## src/shared/rx_status_pkg.sv

```systemverilog
package rx_status_pkg;

	// Bus geometry: printed offsets are word indices, byte address is four times the index
	localparam int unsigned ADDR_W = 12;
	localparam int unsigned DATA_W = 32;

	// Word indices of the register map
	localparam logic [7:0] IDX_SOFT_RESET = 8'h00;
	localparam logic [7:0] IDX_THR_LO = 8'h21;
	localparam logic [7:0] IDX_THR_HI = 8'h22;
	localparam logic [7:0] IDX_UPDATE = 8'h25;
	localparam logic [7:0] IDX_LOCK = 8'h26;
	localparam logic [7:0] IDX_ACC_LO = 8'h27;
	localparam logic [7:0] IDX_ACC_MID = 8'h28;
	localparam logic [7:0] IDX_ACC_HI = 8'h29;
	localparam logic [7:0] IDX_DETECT = 8'h2A;
	localparam logic [7:0] IDX_IRQ_STATUS = 8'h50;
	localparam logic [7:0] IDX_IRQ_MASK = 8'h51;

	// Field positions
	localparam int unsigned UPDATE_BIT = 0;
	localparam int unsigned LOCK_SEG_BIT = 3;
	localparam int unsigned LOCK_SLICER_BIT = 1;
	localparam int unsigned LOCK_FSYNC_BIT = 0;
	localparam int unsigned DETECT_BIT = 0;
	localparam int unsigned EV_CAPTURE_DONE = 0;
	localparam int unsigned EV_SEG_ERR_RISE = 1;
	localparam int unsigned EV_SYNC_LOST = 2;
	localparam int unsigned EV_W = 3;

	// Widths and values after reset
	localparam int unsigned GAIN_ACC_W = 20;
	localparam int unsigned THR_W = 12;
	localparam logic [7:0] THR_LO_RST = 8'h05;
	localparam logic [3:0] THR_HI_RST = 4'h0;
	localparam logic [EV_W-1:0] IRQ_MASK_RST = 3'h0;
	localparam logic [23:0] INTERVAL_BLOCKS_RST = 24'h0064BC;

	// Cycles from the accepted update write until the bit reads zero
	localparam int unsigned CAPTURE_CYCLES = 2;

	typedef enum logic [1:0] {
		UPD_IDLE,
		UPD_CAPTURE,
		UPD_DONE
	} upd_state_type;

	// Byte address of a word index
	function automatic logic [ADDR_W-1:0] byte_addr(input logic [7:0] idx);
		return {2'b00, idx, 2'b00};
	endfunction

endpackage

```

## src/core/receiver_status_snapshot_regs.sv

```systemverilog
// The APB slave port is this design's own decision.
`timescale 1ns/10ps
// Operation
// Threshold bits 11:8 in high register low nibble
// Threshold bits 7:0 in byte below
// Threshold changes apply only after soft reset
// Update bit write one captures all status
// Update bit clears only after capture completes
// Host polls update bit zero before reading
// Status bit 3 flags segment errors over threshold
// Status bit 1 flags slicer error over threshold
// Status bit 0 shows field sync locked
// Gain accumulator split over three read registers
// Accumulator bits 19:16 low nibble, upper zero
// Accumulator registers change only on update
// Detect bit 0 shows co-channel analog TV
// Reserved bits read zero, ignore writes
// Segment errors counted per interval vs threshold
module receiver_status_snapshot_regs
	import rx_status_pkg::*;
#(
	parameter logic [23:0] INTERVAL_BLOCKS = INTERVAL_BLOCKS_RST
) (
	input wire logic ref_clk,
	input wire logic rst,
	input wire logic psel,
	input wire logic penable,
	input wire logic pwrite,
	input wire logic [rx_status_pkg::ADDR_W-1:0] paddr,
	input wire logic [rx_status_pkg::DATA_W-1:0] pwdata,
	output logic [rx_status_pkg::DATA_W-1:0] prdata,
	output logic pready,
	output logic pslverr,
	input wire logic rs_block_strobe,
	input wire logic seg_err_pulse,
	input wire logic slicer_err_over_threshold,
	input wire logic field_sync_locked,
	input wire logic [rx_status_pkg::GAIN_ACC_W-1:0] gain_acc,
	input wire logic cochannel_tv_detected,
	output logic soft_reset_out,
	output logic irq
);

	import rx_status_pkg::*;

	// Software-visible state
	logic [7:0] seg_err_threshold_lo_reg;
	logic [3:0] seg_err_threshold_hi_reg;
	logic [THR_W-1:0] thr_active_reg;
	logic update_reg;
	logic [EV_W-1:0] irq_status_reg;
	logic [EV_W-1:0] irq_status_next;
	logic [EV_W-1:0] irq_mask_reg;

	// Snapshot of the status registers
	logic seg_err_over_threshold;
	logic slicer_snap_reg;
	logic fsync_snap_reg;
	logic seg_snap_reg;
	logic [GAIN_ACC_W-1:0] acc_snap_reg;
	logic detect_snap_reg;

	// Event detection history
	logic seg_prev_reg;
	logic fsync_prev_reg;

	upd_state_type upd_state_reg;
	upd_state_type upd_state_next;

	// Bus phase decoding; one wait state, completion when pready is seen high
	wire logic access_phase = psel && penable && !pready;
	wire logic xfer_done = psel && penable && pready;
	wire logic wr_done = xfer_done && pwrite;
	wire logic rd_done = xfer_done && !pwrite;

	// Address decoding
	wire logic hit_soft = paddr == byte_addr(IDX_SOFT_RESET);
	wire logic hit_thr_lo = paddr == byte_addr(IDX_THR_LO);
	wire logic hit_thr_hi = paddr == byte_addr(IDX_THR_HI);
	wire logic hit_update = paddr == byte_addr(IDX_UPDATE);
	wire logic hit_lock = paddr == byte_addr(IDX_LOCK);
	wire logic hit_acc_lo = paddr == byte_addr(IDX_ACC_LO);
	wire logic hit_acc_mid = paddr == byte_addr(IDX_ACC_MID);
	wire logic hit_acc_hi = paddr == byte_addr(IDX_ACC_HI);
	wire logic hit_detect = paddr == byte_addr(IDX_DETECT);
	wire logic hit_irq_st = paddr == byte_addr(IDX_IRQ_STATUS);
	wire logic hit_irq_mask = paddr == byte_addr(IDX_IRQ_MASK);
	wire logic mapped = hit_soft || hit_thr_lo || hit_thr_hi || hit_update || hit_lock ||
		hit_acc_lo || hit_acc_mid || hit_acc_hi || hit_detect || hit_irq_st || hit_irq_mask;

	// Read data selection; every bit not listed reads zero
	wire logic [DATA_W-1:0] rd_word =
		hit_thr_lo ? {24'h000000, seg_err_threshold_lo_reg} :
		hit_thr_hi ? {28'h0000000, seg_err_threshold_hi_reg} :
		hit_update ? {31'h00000000, update_reg} :
		hit_lock ? {28'h0000000, seg_snap_reg, 1'b0, slicer_snap_reg, fsync_snap_reg} :
		hit_acc_lo ? {24'h000000, acc_snap_reg[7:0]} :
		hit_acc_mid ? {24'h000000, acc_snap_reg[15:8]} :
		hit_acc_hi ? {28'h0000000, acc_snap_reg[19:16]} :
		hit_detect ? {31'h00000000, detect_snap_reg} :
		hit_irq_st ? {29'h00000000, irq_status_reg} :
		hit_irq_mask ? {29'h00000000, irq_mask_reg} :
		32'h00000000;

	// Update request decoding
	wire logic upd_write_one = wr_done && hit_update && pwdata[UPDATE_BIT];
	wire logic capture_en = upd_state_reg == UPD_CAPTURE;
	wire logic capture_done = upd_state_reg == UPD_DONE;
	wire logic soft_hit = wr_done && hit_soft;

	// Bus answer: registered so every bus output comes from a flip-flop
	always_ff @(posedge ref_clk) begin
		if (rst) begin
			pready <= 1'b0;
			prdata <= 32'h00000000;
			pslverr <= 1'b0;
		end else begin
			pready <= access_phase;
			prdata <= access_phase && !pwrite ? rd_word : 32'h00000000;
			pslverr <= access_phase && !mapped;
		end
	end

	// Threshold bytes; reserved upper nibble has no storage at all
	always_ff @(posedge ref_clk) begin
		if (rst) begin
			seg_err_threshold_lo_reg <= THR_LO_RST;
			seg_err_threshold_hi_reg <= THR_HI_RST;
			irq_mask_reg <= IRQ_MASK_RST;
		end else if (wr_done) begin
			if (hit_thr_lo) begin
				seg_err_threshold_lo_reg <= pwdata[7:0];
			end
			if (hit_thr_hi) begin
				seg_err_threshold_hi_reg <= pwdata[3:0];
			end
			if (hit_irq_mask) begin
				irq_mask_reg <= pwdata[EV_W-1:0];
			end
		end
	end

	// Soft reset pulse; any write to index zero, data ignored
	always_ff @(posedge ref_clk) begin
		if (rst) begin
			soft_reset_out <= 1'b0;
		end else begin
			soft_reset_out <= soft_hit;
		end
	end

	// Working threshold only picks up the written bytes on a soft reset
	// This keeps the comparator from seeing a half-written twelve-bit value
	always_ff @(posedge ref_clk) begin
		if (rst) begin
			thr_active_reg <= {THR_HI_RST, THR_LO_RST};
		end else if (soft_reset_out) begin
			thr_active_reg <= {seg_err_threshold_hi_reg, seg_err_threshold_lo_reg};
		end
	end

	// Segment error counting over the configured interval
	seg_err_monitor #(
		.CNT_W(24),
		.INTERVAL_BLOCKS(INTERVAL_BLOCKS)
	) u_seg_err_monitor (
		.ref_clk(ref_clk),
		.rst(rst),
		.soft_reset(soft_reset_out),
		.rs_block_strobe(rs_block_strobe),
		.seg_err_pulse(seg_err_pulse),
		.threshold(thr_active_reg),
		.over_threshold(seg_err_over_threshold)
	);

	// Update sequencer: request, one capture cycle, then release the bit
	always_comb begin
		upd_state_next = upd_state_reg;
		case (upd_state_reg)
			UPD_IDLE: begin
				if (upd_write_one) begin
					upd_state_next = UPD_CAPTURE;
				end
			end
			UPD_CAPTURE: begin
				upd_state_next = UPD_DONE;
			end
			UPD_DONE: begin
				// A new request landing on the release cycle starts another capture
				upd_state_next = upd_write_one ? UPD_CAPTURE : UPD_IDLE;
			end
			default: begin
				upd_state_next = UPD_IDLE;
			end
		endcase
	end

	always_ff @(posedge ref_clk) begin
		if (rst) begin
			upd_state_reg <= UPD_IDLE;
		end else begin
			upd_state_reg <= upd_state_next;
		end
	end

	// Update bit: set by software, cleared by hardware after capture; set wins
	// Writing zero cannot cancel a capture already under way
	always_ff @(posedge ref_clk) begin
		if (rst) begin
			update_reg <= 1'b0;
		end else if (upd_write_one) begin
			update_reg <= 1'b1;
		end else if (capture_done) begin
			update_reg <= 1'b0;
		end
	end

	// Snapshot of every status register, taken together in one cycle
	// Reads between updates stay coherent even while the loops move
	always_ff @(posedge ref_clk) begin
		if (rst) begin
			seg_snap_reg <= 1'b0;
			slicer_snap_reg <= 1'b0;
			fsync_snap_reg <= 1'b0;
			acc_snap_reg <= '0;
			detect_snap_reg <= 1'b0;
		end else if (capture_en) begin
			seg_snap_reg <= seg_err_over_threshold;
			slicer_snap_reg <= slicer_err_over_threshold;
			fsync_snap_reg <= field_sync_locked;
			acc_snap_reg <= gain_acc;
			detect_snap_reg <= cochannel_tv_detected;
		end
	end

	// Edge history for the interrupt events
	always_ff @(posedge ref_clk) begin
		if (rst) begin
			seg_prev_reg <= 1'b0;
			fsync_prev_reg <= 1'b0;
		end else begin
			seg_prev_reg <= seg_err_over_threshold;
			fsync_prev_reg <= field_sync_locked;
		end
	end

	// Sticky events; a read of the status word clears it, a new event wins
	wire logic [EV_W-1:0] events = {
		fsync_prev_reg && !field_sync_locked,
		seg_err_over_threshold && !seg_prev_reg,
		capture_done
	};
	// Clear only what the read returned; a bit set after the data was latched stays
	wire logic [EV_W-1:0] status_kept =
		(rd_done && hit_irq_st) ? irq_status_reg & ~prdata[EV_W-1:0] : irq_status_reg;

	always_comb begin
		irq_status_next = status_kept | events;
	end

	always_ff @(posedge ref_clk) begin
		if (rst) begin
			irq_status_reg <= '0;
			irq <= 1'b0;
		end else begin
			irq_status_reg <= irq_status_next;
			irq <= |(irq_status_next & irq_mask_reg);
		end
	end

	// Checks

	AST_UPDATE_RELEASE: assert property (@(posedge ref_clk) disable iff (rst)
		$rose(update_reg) |-> update_reg [*2] ##1 (!update_reg || upd_write_one))
		else $error("update bit not released two cycles after capture start");

	AST_UPDATE_HELD: assert property (@(posedge ref_clk) disable iff (rst)
		update_reg && upd_state_reg != UPD_DONE |=> update_reg)
		else $error("update bit dropped before capture finished");

	AST_ACC_HOLD: assert property (@(posedge ref_clk) disable iff (rst)
		!capture_en |=> $stable(acc_snap_reg))
		else $error("gain accumulator snapshot changed without update");

	AST_ACC_CAPTURE: assert property (@(posedge ref_clk) disable iff (rst)
		upd_write_one && upd_state_reg == UPD_IDLE |=> ##1 acc_snap_reg == $past(gain_acc, 1))
		else $error("gain accumulator not captured after update request");

	AST_LOCK_MAP: assert property (@(posedge ref_clk) disable iff (rst)
		capture_en |=> fsync_snap_reg == $past(field_sync_locked)
			&& slicer_snap_reg == $past(slicer_err_over_threshold)
			&& detect_snap_reg == $past(cochannel_tv_detected))
		else $error("status snapshot does not match sampled inputs");

	AST_THR_DEFER: assert property (@(posedge ref_clk) disable iff (rst)
		!soft_reset_out |=> $stable(thr_active_reg))
		else $error("working threshold changed without soft reset");

	AST_SOFT_LOAD: assert property (@(posedge ref_clk) disable iff (rst)
		soft_hit |=> ##1 thr_active_reg ==
			{$past(seg_err_threshold_hi_reg), $past(seg_err_threshold_lo_reg)})
		else $error("soft reset did not load the threshold");

	AST_HI_RESERVED: assert property (@(posedge ref_clk) disable iff (rst)
		access_phase && !pwrite && (hit_thr_hi || hit_acc_hi) |=> pready && prdata[31:4] == 28'h0)
		else $error("reserved bits read nonzero");

	AST_PREADY: assert property (@(posedge ref_clk) disable iff (rst)
		access_phase |=> pready ##1 !pready)
		else $error("bus answer not exactly one cycle after access phase");

	AST_IRQ_STICKY: assert property (@(posedge ref_clk) disable iff (rst)
		capture_done && irq_mask_reg[EV_CAPTURE_DONE] |=> irq && irq_status_reg[EV_CAPTURE_DONE])
		else $error("capture done event did not raise interrupt");

	AST_UPDATE_SET_ONLY: assert property (@(posedge ref_clk) disable iff (rst)
		!upd_write_one |=> !$rose(update_reg))
		else $error("update bit set without a write of one");

	AST_SEG_SNAP: assert property (@(posedge ref_clk) disable iff (rst)
		capture_en |=> seg_snap_reg == $past(seg_err_over_threshold))
		else $error("segment error snapshot does not match the monitor");

	AST_STATUS_HOLD: assert property (@(posedge ref_clk) disable iff (rst)
		!capture_en |=> $stable(seg_snap_reg) && $stable(slicer_snap_reg)
			&& $stable(fsync_snap_reg) && $stable(detect_snap_reg))
		else $error("status snapshot changed without update");

	AST_THR_HI_WRITE: assert property (@(posedge ref_clk) disable iff (rst)
		wr_done && hit_thr_hi |=> seg_err_threshold_hi_reg == $past(pwdata[3:0]))
		else $error("threshold high nibble not written");

	AST_THR_LO_WRITE: assert property (@(posedge ref_clk) disable iff (rst)
		wr_done && hit_thr_lo |=> seg_err_threshold_lo_reg == $past(pwdata[7:0]))
		else $error("threshold low byte not written");

	AST_UNMAPPED: assert property (@(posedge ref_clk) disable iff (rst)
		access_phase && !mapped |=> pready && pslverr && prdata == 32'h00000000)
		else $error("unmapped access not refused");

	AST_SOFT_PULSE: assert property (@(posedge ref_clk) disable iff (rst)
		soft_reset_out |=> !soft_reset_out)
		else $error("soft reset pulse longer than one cycle");

	AST_IRQ_QUIET: assert property (@(posedge ref_clk) disable iff (rst)
		irq_status_reg == '0 |-> !irq)
		else $error("interrupt high with no status bit set");

endmodule

```

## src/core/seg_err_monitor.sv

```systemverilog
`timescale 1ns/10ps
module seg_err_monitor
	import rx_status_pkg::*;
#(
	parameter int unsigned CNT_W = 24,
	parameter logic [23:0] INTERVAL_BLOCKS = INTERVAL_BLOCKS_RST
) (
	input wire logic ref_clk,
	input wire logic rst,
	input wire logic soft_reset,
	input wire logic rs_block_strobe,
	input wire logic seg_err_pulse,
	input wire logic [THR_W-1:0] threshold,
	output logic over_threshold
);

	logic [CNT_W-1:0] block_cnt_reg;
	logic [CNT_W-1:0] err_cnt_reg;
	wire logic interval_end = rs_block_strobe && (block_cnt_reg + 1'b1 >= CNT_W'(INTERVAL_BLOCKS));
	wire logic err_sat = &err_cnt_reg;
	// Count of the closing interval including an error pulse in the same cycle as its closing strobe
	wire logic [CNT_W-1:0] final_cnt = err_cnt_reg + CNT_W'(seg_err_pulse && !err_sat);

	// Count errors over a block interval, judge against the threshold at its end
	// Saturating, so a long burst cannot wrap and read as a clean interval
	always_ff @(posedge ref_clk) begin
		if (rst || soft_reset) begin
			block_cnt_reg <= '0;
			err_cnt_reg <= '0;
			over_threshold <= 1'b0;
		end else if (interval_end) begin
			block_cnt_reg <= '0;
			err_cnt_reg <= '0;
			over_threshold <= final_cnt > CNT_W'(threshold);
		end else begin
			if (rs_block_strobe) begin
				block_cnt_reg <= block_cnt_reg + 1'b1;
			end
			err_cnt_reg <= final_cnt;
		end
	end

endmodule

```

## config.mk

```make
export PLATFORM = sky130hd
export DESIGN_NAME = receiver_status_snapshot_regs
export DESIGN_NICKNAME = d
export VERILOG_FILES = /design/src/shared/rx_status_pkg.sv /design/src/core/receiver_status_snapshot_regs.sv /design/src/core/seg_err_monitor.sv
export SDC_FILE = /design/constraint.sdc
export NUM_CORES = 1
export LEC_CHECK = 0
export BUFFER_PORTS_ARGS = -buffer_cell sky130_fd_sc_hd__buf_4
export CAP_MARGIN = 0
export CORE_UTILIZATION = 61
export DETAILED_ROUTE_END_ITERATION = 8
export HOLD_SLACK_MARGIN = 0.05
export PLACE_DENSITY_LB_ADDON = 0.1
export SETUP_SLACK_MARGIN = 0.4
export SKIP_CTS_REPAIR_TIMING = 1
export SYNTH_ARGS = -nofsm -noshare
export SYNTH_HDL_FRONTEND = slang
export SYNTH_SLANG_ARGS = --single-unit
```

## constraint.sdc

```tcl
create_clock -name ref_clk -period 11.8 [get_ports ref_clk]
set_clock_uncertainty 0.2 [all_clocks]
set_input_delay 2.36 -clock ref_clk [delete_from_list [all_inputs] [get_ports ref_clk]]
set_output_delay 2.36 -clock ref_clk [all_outputs]
set_load 0.02 [all_outputs]
```

==> metrics.csv <==
metric,value,unit
"Top FF cell, synth",dfxtp_1,
DRT iter0 DRCs,249,
Antenna Cells,0,
CP required,11.99,ns
critical path arrival,5.14,ns
fmax,0.2017,GHz
initial antenna violation count,0,
WHS Path Cells,2,
WL per Instance,15.56,microns
drc violations,0,
synth unique cells,64,
Core Region,9910,sq um
worst-skew pair later-pin latency,0.53,ns
Peak VDD IR,89.30,uV
reg-to-reg critical path endpoint,u_seg_err_monitor.over_threshold,
"Seq/Total Area, Yosys",0.3793,
Clock transition at path regs,0.05,ns
cell count after synthesis,733,
Die Y,103.9,microns
Post-DRT Antenna Nets,0,
first-pass GRT wire length,23.57,mm
Starting Density,0.6391,
MaxCap Viol Count,0,
Final setup viols,0,
routed wire length,14.22,mm
share of layout cells above drive strength 1,0.1844,
# fillers,762,
io pins,110,
unrepaired setup endpoints after global routing,no,
number of synthesized flops with an enable pin,0,
"commonest cells after routing, fill and taps aside","dfxtp_1 (120), nand2_1 (92), buf_4 (62)",
r2r setup slk,7.42,ns
headroom to the max-slew limit,0.2029,
TritonCTS Buffers,17,
largest net degree at the start of global routing,61,
PD cells,137.4,nW/um^2
die area,10790,sq um
vias in the first global route,4945,
Multi-input gate area,3532,sq um
RD Place Congestion,0.8940,
TritonCTS Sinks,120,
GRT overflow,0,
area share of the largest cell type after synthesis,0.3793,
DRT Pass-1 Iters,4,
cell depth of the worst flop-to-flop path,18,
WHS Endpoint,acc_snap_reg[7],
# rows,36,
# port buffers,61,
Hold Fails Final Rpt,0,
DR vias/cell,5.793,
Yosys top cell by area,dfxtp_1,
sequential standard cell area,2402,sq um
area delta synth->final,15.09,%
H-tree depth,4,
Tcrit/Tclk final,0.4201,
post-synthesis register bit count,120,
Slew @ Worst Pin,1.192,ns
Max Transition Viols Final,0,
status,"finished, final reports clean",
Final Net Count,859,
Sum Neg Setup Slack,0,ns
FF-to-FF Start,u_seg_err_monitor.err_cnt_reg[13],
fin crit period,4.957,ns
Worst Hold Class,flip-flop to flip-flop,
ranking of synthesized cells by area,"dfxtp_1 (38%), nand2_1 (5.5%), mux2i_1 (5.1%), nor3_2 (4.9%), xnor2_1 (3.9%)",
cell area after synthesis,6334,sq um
CP Capture Type,flip-flop,
root buffer cell,clkbuf_8,
detailed placement HPWL,9.929,mm
Syn Area/Cell,8.641,sq um
worst-path fanout max,6,
YS warnings,0,
CP Launch Type,primary input,
worst hold start,acc_snap_reg[7],
vias post-DR,5295,
TritonCTS clock tree,done,
Die Width,103.9,microns
clk buf depth,2,
"Core Util, Final",0.7356,
GRT Overall Usage,0.2715,
"FFs w/ async S/R, synth",0,
"most common cell after layout, fill and taps aside",dfxtp_1,
Crit Path Category,primary input to flip-flop,
Lkg Pwr,2.731,nW
report_power, final:
part	total (W)	switching [W]	internal (W)
clock	0.000548	0.000174	0.000374
combinational	0.0000436	0.0000267	0.0000169
sequential	0.000410	0.00000198	0.000408
total	0.00100	0.000203	0.000799
logic make-up after synthesis:
logic type / Yosys count / share of synthesized area
flip-flops: 120 / 0.3793
XOR/XNOR: 50 / 0.06914
multiplexers: 34 / 0.05413
AND/OR/NAND/NOR: 321 / 0.2833
other: 1 / 0.0005921
AO/OA/AOI/OAI: 100 / 0.1043
buffers and inverters: 91 / 0.07763
adder cells (fa/ha/maj): 16 / 0.03161
Yosys cell counts, types with 4 or more instances:
cell,instances
nand2_1,92
nand3_1,27
a21oi_1,41
dfxtp_1,120
mux2i_1,32
a31oi_1,7
and3_1,27
a22oi_1,13
buf_1,4
nand4_1,15
xor2_1,22
nor2_1,51
buf_6,6
ha_1,16
nand2b_1,9
buf_4,27
xnor2_1,28
nor3_2,31
o21ai_0,8
nor2b_1,6
or3_1,5
inv_1,23
nor3_1,19
nor4_1,9
clkbuf_1,28
o31ai_1,4
worst max-delay path by stage:
stage	depth (start not counted)	from	slack [ns]	endpoint
2_1_floorplan	16	seg_err_pulse	6.86	u_seg_err_monitor.over_threshold
3_3_place_gp	17	seg_err_pulse	6.45	u_seg_err_monitor.over_threshold
3_5_place_dp	17	seg_err_pulse	6.36	u_seg_err_monitor.over_threshold
4_1_cts	17	seg_err_pulse	6.87	u_seg_err_monitor.over_threshold
5_1_grt	17	seg_err_pulse	6.48	u_seg_err_monitor.over_threshold
6_report	17	seg_err_pulse	6.84	u_seg_err_monitor.over_threshold
critical path, cell delays in order:
cell,delay (ns)
buf_4,0.08
inv_1,0.03
a31oi_1,0.14
ha_1,0.21
ha_1,0.20
nand3_1,0.23
nor2_1,0.23
and3_1,0.20
xor2_1,0.21
ha_1,0.29
a21o_1,0.19
a21oi_1,0.20
nand2_1,0.08
o31ai_1,0.07
a21oi_1,0.08
o31ai_1,0.26
mux2i_1,0.10
metrics by stage:
step | hold WS (ns) | std cells | worst slack, ns | total power, W | cell area, sq um
floorplan | 0.2277 | 756 | 6.860 | 0.0004482 | 6420
global placement | 0.2417 | 883 | 6.447 | 0.0004595 | 6653
detailed placement | 0.2477 | 883 | 6.362 | 0.0004610 | 6653
CTS | 0.2552 | 914 | 6.871 | 0.001005 | 7289
global route | 0.2732 | 914 | 6.483 | 0.001026 | 7289
finish | 0.2561 | 914 | 6.843 | 0.001002 | 7289
layer usage:
metal / wire length [microns] / up-vias / track usage
met5: 0 / - / 0
met4: 352 / 0 / 0.1173
met3: 759 / 29 / 0.06454
met2: 7074 / 185 / 0.4629
met1: 6031 / 2487 / 0.3259
li1: - / 2594 / -
layout make-up:
type,count,area share
Clock inverter,8,0.01922
Inverter,23,0.01184
Sequential cell,120,0.3296
Timing Repair Buffer,62,0.06385
Clock buffer,23,0.06814
Multi-Input combinational cell,545,0.4846
Tap cell,133,0.02283
Note: power is estimated with default switching activity, not from simulation.
